===== config.mk =====
export PLATFORM = sky130hd
export DESIGN_NAME = usb_host_irq_status_enable
export DESIGN_NICKNAME = d
export VERILOG_FILES = /design/src/core/irq_status_pkg.sv /design/src/core/usb_host_irq_status_enable.sv
export SDC_FILE = /design/constraint.sdc
export NUM_CORES = 1
export LEC_CHECK = 0
export BUFFER_PORTS_ARGS = -buffer_cell sky130_fd_sc_hd__buf_2
export CORE_MARGIN = 2
export CORE_UTILIZATION = 53
export CTS_CLUSTER_SIZE = 20
export DETAILED_ROUTE_END_ITERATION = 12
export HOLD_SLACK_MARGIN = 0.05
export PLACE_DENSITY = 0.86
export RECOVER_POWER = 25
export SLEW_MARGIN = 20
export SYNTH_ARGS = -nofsm -noshare
export SYNTH_HDL_FRONTEND = slang
export SYNTH_SLANG_ARGS = --single-unit

===== constraint.sdc =====
create_clock -name core_clk -period 2.9 [get_ports core_clk]
set_input_delay 0.29 -clock core_clk [delete_from_list [all_inputs] [get_ports core_clk]]
set_output_delay 0.29 -clock core_clk [all_outputs]
set_load 0.005 [all_outputs]

===== src/core/irq_status_pkg.sv =====
// holds register offsets, bit positions and reset values of the
// usb host interrupt status and enable block.
// assumes a 32-bit apb slave with word-aligned registers.
`default_nettype none

package irq_status_pkg;

  // ----------------------------------------------------------------
  // register byte offsets
  // ----------------------------------------------------------------
  localparam logic [7:0] CMD_OFFSET       = 8'h08;
  localparam logic [7:0] FLAGS_OFFSET     = 8'h0c;
  localparam logic [7:0] MASK_OFFSET      = 8'h10;
  localparam logic [7:0] MASK_CLR_OFFSET  = 8'h14;
  localparam int         ADDR_W           = 8;
  localparam int         DATA_W           = 32;

  // ----------------------------------------------------------------
  // bit positions shared by flags and mask; MASTER_BIT is in the mask only
  // ----------------------------------------------------------------
  localparam int MASTER_BIT     = 31;
  localparam int OWNERSHIP_BIT  = 30;
  localparam int ROOT_HUB_BIT   = 6;
  localparam int FRAME_OVF_BIT  = 5;
  localparam int UNRECOV_BIT    = 4;
  localparam int RESUME_BIT     = 3;
  localparam int SOF_BIT        = 2;
  localparam int DONE_HEAD_BIT  = 1;
  localparam int OVERRUN_BIT    = 0;

  // ownership change request bit in the command register
  localparam int OWN_REQ_BIT    = 3;

  // frame counter bit whose toggle marks an overflow
  localparam int FRAME_MSB_BIT  = 15;

  // bits that hold a real source flag and its enable (30 and 6..0)
  localparam logic [31:0] SOURCE_BITS = 32'h4000_007f;
  localparam logic [31:0] FLAGS_RESET = 32'h0000_0000;
  localparam logic [31:0] MASK_RESET  = 32'h0000_0000;
  localparam logic [31:0] READ_ZERO   = 32'h0000_0000;

endpackage

`default_nettype wire


===== src/core/usb_host_irq_status_enable.sv =====
// interrupt source flags, per-source enables with master enable,
// and the combined interrupt request of a usb host controller.
// assumes event inputs come from logic on core_clk and that the
// apb master follows the usual setup / access protocol.
//
// Notes on behaviour
// - ownership request write sets ownership flag
// - unmasked ownership flag raises management interrupt
// - zero written clears ownership flag
// - root hub or port change sets flag
// - zero written clears hub, frame-start flags
// - frame counter msb toggle sets overflow flag
// - system error sets unrecoverable error flag
// - resume signalling sets resume flag
// - every frame start sets frame-start flag
// - done head writeback sets done flag
// - schedule overrun sets overrun flag
// - enable register at 0x10, bit per source
// - bit 31 master enable gates sources; here it gates irq_req only, system_mgmt_irq ignores it
// - enable write one sets, zero ignored
// - disable register write one clears enable
// - enable bit maps to same flag bit
// - request needs flag, enable, master together
// - flags bit 31 reads zero always
// - disable register at 0x14 reads enables
`default_nettype none

module usb_host_irq_status_enable (
  // clock and reset
  input  wire logic        core_clk,
  input  wire logic        reset,
  // apb slave
  input  wire logic        psel,
  input  wire logic        penable,
  input  wire logic        pwrite,
  input  wire logic [7:0]  paddr,
  input  wire logic [31:0] pwdata,
  output logic [31:0]      prdata,
  output logic             pready,
  output logic             pslverr,
  // event sources from the host controller core
  input  wire logic [31:0] root_hub_state,
  input  wire logic [31:0] root_port_state1,
  input  wire logic [31:0] root_port_state2,
  input  wire logic        frame_counter_msb,
  input  wire logic        unrecoverable_error,
  input  wire logic        resume_detect,
  input  wire logic        start_of_frame,
  input  wire logic        writeback_done_head,
  input  wire logic        schedule_overrun,
  // interrupt requests
  output logic             irq_req,
  output logic             system_mgmt_irq
);

  // ----------------------------------------------------------------
  // apb decode
  // ----------------------------------------------------------------
  logic        access;
  logic        commit;
  logic        hit_cmd;
  logic        hit_flags;
  logic        hit_mask;
  logic        hit_mask_clr;
  logic        mapped;
  logic        wr_cmd;
  logic        wr_flags;
  logic        wr_mask;
  logic        wr_mask_clr;
  logic        pready_q;
  logic        pslverr_q;
  logic [31:0] prdata_q;
  logic [31:0] read_d;

  // bus response sequencer: idle until an access, then one answer
  typedef enum logic {
    BUS_IDLE = 1'b0,
    BUS_RESP = 1'b1
  } bus_state_t;

  bus_state_t  bus_q;
  bus_state_t  bus_d;
  logic        answer_d;

  assign access       = psel & penable;
  // one wait state keeps every bus output on a flip-flop
  assign commit       = access & pready_q;
  assign hit_cmd      = paddr == irq_status_pkg::CMD_OFFSET;
  assign hit_flags    = paddr == irq_status_pkg::FLAGS_OFFSET;
  assign hit_mask     = paddr == irq_status_pkg::MASK_OFFSET;
  assign hit_mask_clr = paddr == irq_status_pkg::MASK_CLR_OFFSET;
  assign mapped       = hit_cmd | hit_flags | hit_mask | hit_mask_clr;
  assign wr_cmd       = commit & pwrite & hit_cmd;
  assign wr_flags     = commit & pwrite & hit_flags;
  assign wr_mask      = commit & pwrite & hit_mask;
  assign wr_mask_clr  = commit & pwrite & hit_mask_clr;

  // ----------------------------------------------------------------
  // state
  // ----------------------------------------------------------------
  logic [31:0] flags_q;
  logic [31:0] mask_q;
  logic [31:0] event_set;
  logic [31:0] hub_prev_q;
  logic [31:0] port1_prev_q;
  logic [31:0] port2_prev_q;
  logic        frame_msb_prev_q;
  logic        primed_q;
  logic        hub_diff;
  logic        port1_diff;
  logic        port2_diff;
  logic        hub_change;
  logic        frame_toggle;
  logic        master_on;
  logic [31:0] pending;
  logic        own_request;
  logic        irq_req_q;
  logic        smi_q;
  logic        irq_d;
  logic        smi_d;

  // per-bit next values, each bit driven once by the slice loop
  wire logic [31:0] flags_d;
  wire logic [31:0] flag_clr;
  wire logic [31:0] mask_d;
  wire logic [31:0] mask_set;
  wire logic [31:0] mask_clr;

  // ----------------------------------------------------------------
  // change detection
  // ----------------------------------------------------------------
  // primed_q skips the first compare so reset values raise nothing
  always_ff @(posedge core_clk) begin
    if (reset) begin
      primed_q <= 1'b0;
    end else begin
      primed_q <= 1'b1;
    end
  end

  // one history register per watched source
  always_ff @(posedge core_clk) begin
    if (reset) begin
      hub_prev_q <= irq_status_pkg::READ_ZERO;
    end else begin
      hub_prev_q <= root_hub_state;
    end
  end

  always_ff @(posedge core_clk) begin
    if (reset) begin
      port1_prev_q <= irq_status_pkg::READ_ZERO;
    end else begin
      port1_prev_q <= root_port_state1;
    end
  end

  always_ff @(posedge core_clk) begin
    if (reset) begin
      port2_prev_q <= irq_status_pkg::READ_ZERO;
    end else begin
      port2_prev_q <= root_port_state2;
    end
  end

  always_ff @(posedge core_clk) begin
    if (reset) begin
      frame_msb_prev_q <= 1'b0;
    end else begin
      frame_msb_prev_q <= frame_counter_msb;
    end
  end

  // whole words compared: a change of any one bit is enough
  assign hub_diff     = hub_prev_q != root_hub_state;
  assign port1_diff   = port1_prev_q != root_port_state1;
  assign port2_diff   = port2_prev_q != root_port_state2;
  assign hub_change   = primed_q &
                        (hub_diff | port1_diff | port2_diff);
  assign frame_toggle = primed_q &
                        (frame_msb_prev_q != frame_counter_msb);

  // request bit in the command register is write-only, self-clearing
  assign own_request =
    wr_cmd & pwdata[irq_status_pkg::OWN_REQ_BIT];

  // ----------------------------------------------------------------
  // event vector, one set term per flag position
  // ----------------------------------------------------------------
  always_comb begin
    event_set = irq_status_pkg::READ_ZERO;
    event_set[irq_status_pkg::OWNERSHIP_BIT] = own_request;
    event_set[irq_status_pkg::ROOT_HUB_BIT]  = hub_change;
    event_set[irq_status_pkg::FRAME_OVF_BIT] = frame_toggle;
    event_set[irq_status_pkg::UNRECOV_BIT]   = unrecoverable_error;
    event_set[irq_status_pkg::RESUME_BIT]    = resume_detect;
    event_set[irq_status_pkg::SOF_BIT]       = start_of_frame;
    event_set[irq_status_pkg::DONE_HEAD_BIT] = writeback_done_head;
    event_set[irq_status_pkg::OVERRUN_BIT]   = schedule_overrun;
  end

  // ----------------------------------------------------------------
  // flags and enables, one slice per bit
  // ----------------------------------------------------------------
  for (genvar i = 0; i < irq_status_pkg::DATA_W; i++) begin : g_bit
    if (irq_status_pkg::SOURCE_BITS[i]) begin : g_src
      // a set arriving with the clearing write still wins
      assign flag_clr[i] = wr_flags & ~pwdata[i];
      assign flags_d[i]  = event_set[i] |
                           (flags_q[i] & ~flag_clr[i]);
      // write one sets; disable write one clears; zero is ignored
      assign mask_set[i] = wr_mask & pwdata[i];
      assign mask_clr[i] = wr_mask_clr & pwdata[i];
      assign mask_d[i]   = mask_set[i] |
                           (mask_q[i] & ~mask_clr[i]);
    end else if (i == irq_status_pkg::MASTER_BIT) begin : g_master
      // master enable lives in the mask register only
      assign flag_clr[i] = 1'b0;
      assign flags_d[i]  = 1'b0;
      assign mask_set[i] = wr_mask & pwdata[i];
      assign mask_clr[i] = wr_mask_clr & pwdata[i];
      assign mask_d[i]   = mask_set[i] |
                           (mask_q[i] & ~mask_clr[i]);
    end else begin : g_rsvd
      // reserved bits hold nothing and read back as zero
      assign flag_clr[i] = 1'b0;
      assign flags_d[i]  = 1'b0;
      assign mask_set[i] = 1'b0;
      assign mask_clr[i] = 1'b0;
      assign mask_d[i]   = 1'b0;
    end
  end

  // whole registers update together from the per-bit next values
  always_ff @(posedge core_clk) begin
    if (reset) begin
      flags_q <= irq_status_pkg::FLAGS_RESET;
    end else begin
      flags_q <= flags_d;
    end
  end

  always_ff @(posedge core_clk) begin
    if (reset) begin
      mask_q <= irq_status_pkg::MASK_RESET;
    end else begin
      mask_q <= mask_d;
    end
  end

  // ----------------------------------------------------------------
  // interrupt requests
  // ----------------------------------------------------------------
  // same-position pairing of flag and enable, gated by master
  assign pending   = flags_q & mask_q & irq_status_pkg::SOURCE_BITS;
  assign master_on = mask_q[irq_status_pkg::MASTER_BIT];
  assign irq_d     = master_on & (|pending);

  always_ff @(posedge core_clk) begin
    if (reset) begin
      irq_req_q <= 1'b0;
    end else begin
      irq_req_q <= irq_d;
    end
  end

  // management request ignores the master enable: it must not wait
  assign smi_d = flags_q[irq_status_pkg::OWNERSHIP_BIT] &
                 mask_q[irq_status_pkg::OWNERSHIP_BIT];

  always_ff @(posedge core_clk) begin
    if (reset) begin
      smi_q <= 1'b0;
    end else begin
      smi_q <= smi_d;
    end
  end

  // ----------------------------------------------------------------
  // apb response
  // ----------------------------------------------------------------
  always_comb begin
    read_d = irq_status_pkg::READ_ZERO;
    case (paddr)
      irq_status_pkg::FLAGS_OFFSET: begin
        read_d = flags_q;
      end
      irq_status_pkg::MASK_OFFSET,
      irq_status_pkg::MASK_CLR_OFFSET: begin
        read_d = mask_q;
      end
      default: begin
        // command register is write-only; unmapped reads as zero
        read_d = irq_status_pkg::READ_ZERO;
      end
    endcase
  end

  // ----------------------------------------------------------------
  // bus response sequencer
  // ----------------------------------------------------------------
  always_comb begin
    bus_d = bus_q;
    case (bus_q)
      BUS_IDLE: begin
        if (access) begin
          bus_d = BUS_RESP;
        end
      end
      BUS_RESP: begin
        // the answer lasts one cycle, whatever the master does
        bus_d = BUS_IDLE;
      end
      default: begin
        bus_d = BUS_IDLE;
      end
    endcase
  end

  // answer flops load from the next state so they stay registered
  assign answer_d = bus_d == BUS_RESP;

  always_ff @(posedge core_clk) begin
    if (reset) begin
      bus_q <= BUS_IDLE;
    end else begin
      bus_q <= bus_d;
    end
  end

  always_ff @(posedge core_clk) begin
    if (reset) begin
      pready_q <= 1'b0;
    end else begin
      pready_q <= answer_d;
    end
  end

  always_ff @(posedge core_clk) begin
    if (reset) begin
      pslverr_q <= 1'b0;
    end else if (answer_d) begin
      pslverr_q <= ~mapped;
    end else begin
      pslverr_q <= 1'b0;
    end
  end

  always_ff @(posedge core_clk) begin
    if (reset) begin
      prdata_q <= irq_status_pkg::READ_ZERO;
    end else if (answer_d && !pwrite) begin
      prdata_q <= read_d;
    end else begin
      // data lines rest at zero outside a read answer
      prdata_q <= irq_status_pkg::READ_ZERO;
    end
  end

  assign prdata          = prdata_q;
  assign pready          = pready_q;
  assign pslverr         = pslverr_q;
  assign irq_req         = irq_req_q;
  assign system_mgmt_irq = smi_q;

endmodule

`default_nettype wire


==> flow_summary_export.csv <==
group,metric,value,unit
yosys,synth_top_area_frac,0.512,
timing,rsz0062_at_grt,"false",
route,drt-initial-drc-count,127,
cts,clkLatencyLatePin,0.51,ns
setup_path,cp-end-kind,"register",
yosys,synth_top_area_cell,"dfxtp_1",
cts,hold_buffers,105,
route,first_pass_iters,4,
setup_path,required,3.26,ns
outcome,status,"complete, no violations",
cts,clk_path_buf_depth,2,
timing,slew-limit-headroom,0.501,
setup_path,cp.arrival,2.48,ns
floorplan,dieArea,10200,sq um
power_and_ir_drop,p_int,0.00346,W
floorplan,ioPinCount,183,
flow_run,cap_violations,0,
yosys,synth_area_leaders,"dfxtp_1 51%, xor2_1 17%, nor2b_1 12%",
place,pre_cts_slack,0.659,ns
setup_path,start_kind,"input pin",
cts,cts_tree,"yes",
global_routing,grt_pass1_vias,4570,
timing,fmax,0.471,GHz
place,post-dp-hpwl,7.34,mm
setup_path,cp_cell_sequence,"dlygate4sd3_1 -> buf_2 -> nand4_1 -> nor2_1 -> nand2_1 -> o21ai_0 -> a21oi_1",
route,drc,0,
cts,clkTransAtPathRegs,0.06,ns
floorplan,fp-row-count,35,
final_layout,nNetsFinal,881,
power_and_ir_drop,peakVddDrop,0.378,mV
route,wire_per_inst,15.3,microns
power_and_ir_drop,netSwitchingFraction,0.220,
timing,hold_violations,0,
yosys,synth-edff-count,0,
cts,clock_sinks,128,
yosys,syn_area_per_cell,10.2,sq um
setup_path,critical_path.max_fanout,10,
route,vias_per_cell,4.96,
cts,root_buffer,"clkbuf_8",
floorplan,die_x,101,microns
place,gp_congestion,0.839,
power_and_ir_drop,power.switching,0.000975,W
cts,cts_resized,0,
yosys,synthFlopType,"dfxtp_1",
timing,worst_slew_pin_slew,0.745,ns
yosys,netlist_area,5000,sq um
final_layout,antenna_cells,0,
timing,fin_crit_sh,0.731,
route,postRouteAntennaNets,0,
global_routing,grt_remaining_overflow,0,
final_layout,final_common_cell,"dfxtp_1",
final_layout,layout_common_cells,"128 x dfxtp_1, 105 x dlygate4sd3_1, 102 x buf_2",
yosys,synth_seq_area_share,0.512,
setup_path,worstSetupPathType,"input pin to register",
timing,min_period,2.12,ns
yosys,synthArstFlopShare,0,
route,vias,4248,
yosys,synth_cell_types,33,
yosys,ys_ff_latch,128,
floorplan,die_h,101,microns
global_routing,track_usage,0.265,
power_and_ir_drop,combinationalPowerShare,0.101,
floorplan,initial_utilization,0.544,
global_routing,antenna_found_initial,0,
setup_path,worst-path-buf-inv,2,
yosys,syn_inst,489,
setup_path,slowest_delay,0.63,ns
power_and_ir_drop,p_leak,3.20,nW
yosys,ys_warn_count,0,
final_layout,syn2layout_area_growth,45.8,%
timing,slew_viol_final,0,
floorplan,core_area,9200,sq um
timing,fin_ws,0.779,ns
power_and_ir_drop,clock_power_share,0.475,
route,routed_wl,13.1,mm
cts,cts_setup_buffers,0,
place,io_buffers,136,
timing,finalClockSkew,0.00940,ns
power_and_ir_drop,power-per-cell-area,609,nW/um^2
setup_path,cpLargestDelayFamily,"simple AND/OR/NAND/NOR gates",
power_and_ir_drop,power_frac_seq,0.424,
global_routing,grt_max_degree,62,
global_routing,grt_pass1_wl,20.9,mm
cts,cts.htree.levels,4,
setup_path,cp_slowest_cell,"nor2_1",
worst_hold_path,hold_class,"input pin to register",
final_layout,drive_above_1_share,0.186,
timing,setup_viol,0,
timing,setup-tns-final,0,ns
cts,numCtsBuffers,17,
==> per-layer routing <==
metal | GRT usage | part of all wire
met1 | 0.264 | 0.37
met2 | 0.511 | 0.54
met3 | 0.0690 | 0.061
met4 | 0.117 | 0.031
met5 | 0 | 0
==> registers in the layout, indices dropped and copies added, names as in the netlist, 8 cells and up <==
register,cells
hub_prev_q,32
prdata,9
port1_prev_q,32
port2_prev_q,32
mask_q,9
flags_q,8
==> stage by stage <==
step	std cells	util	total power, W	hold WS, ns	cell area (sq um)
2_1_floorplan	511	-	0.00211	0.367	5080
3_3_place_gp	721	0.618	0.00222	0.447	5690
3_5_place_dp	721	0.618	0.00224	0.450	5690
4_1_cts	857	0.797	0.00444	0.0543	7330
5_1_grt	857	0.793	0.00460	0.0651	7290
6_report	857	0.793	0.00444	0.0420	7290
==> power groups by stage <==
stage	Clock, W	Sequential, W	Combinational (W)
6_report	0.00211	0.00188	0.000448
5_1_grt	0.00222	0.00189	0.000490
4_1_cts	0.00213	0.00188	0.000432
3_5_place_dp	0	0.00192	0.000320
3_3_place_gp	0	0.00191	0.000306
2_1_floorplan	0	0.00191	0.000201
==> Yosys cell counts, types with 2 or more instances <==
library cell  instances
dfxtp_1             128
nor2b_1              97
xor2_1               97
nor4_1               25
buf_4                23
a22oi_1              16
nor2_1               16
clkbuf_1             13
a21oi_1              11
inv_1                11
o21ai_0               9
nand2_1               7
nand4_1               7
nand3_1               6
nor3_1                3
a31oi_1               2
buf_2                 2
==> logic make-up (layout without fill, tap and decap cells) <==
family          count (synthesis)  count (layout)  synth area share
compound gates                 42              42            0.0528
flops                         128             128             0.512
buf+inv                        51             286            0.0560
other cells                     1              23          0.000750
xor+xnor                       97              97             0.170
simple gates                  170             170             0.208
==> cell type report <==
class / instances / area (sq um)
clock buffer: 22 / 463
fill: 559 / 1910
tap: 111 / 139
inverter: 12 / 45.0
multi-input combinational: 332 / 2240
clock inverter: 9 / 133
sequential: 128 / 2560
timing repair buffer: 243 / 1710
==> worst paths after layout <==
path	from	to	slack [ns]	cells after the start
setup / recovery	pwrite	flags_q[2]	0.78	7
hold / removal	root_port_state1[31]	port1_prev_q[31]	0.04	2
setup reg to reg	pready	flags_q[2]	0.86	5
hold reg to reg	primed_q	flags_q[5]	0.47	2
No activity file was read; power rests on OpenSTA's default activity.
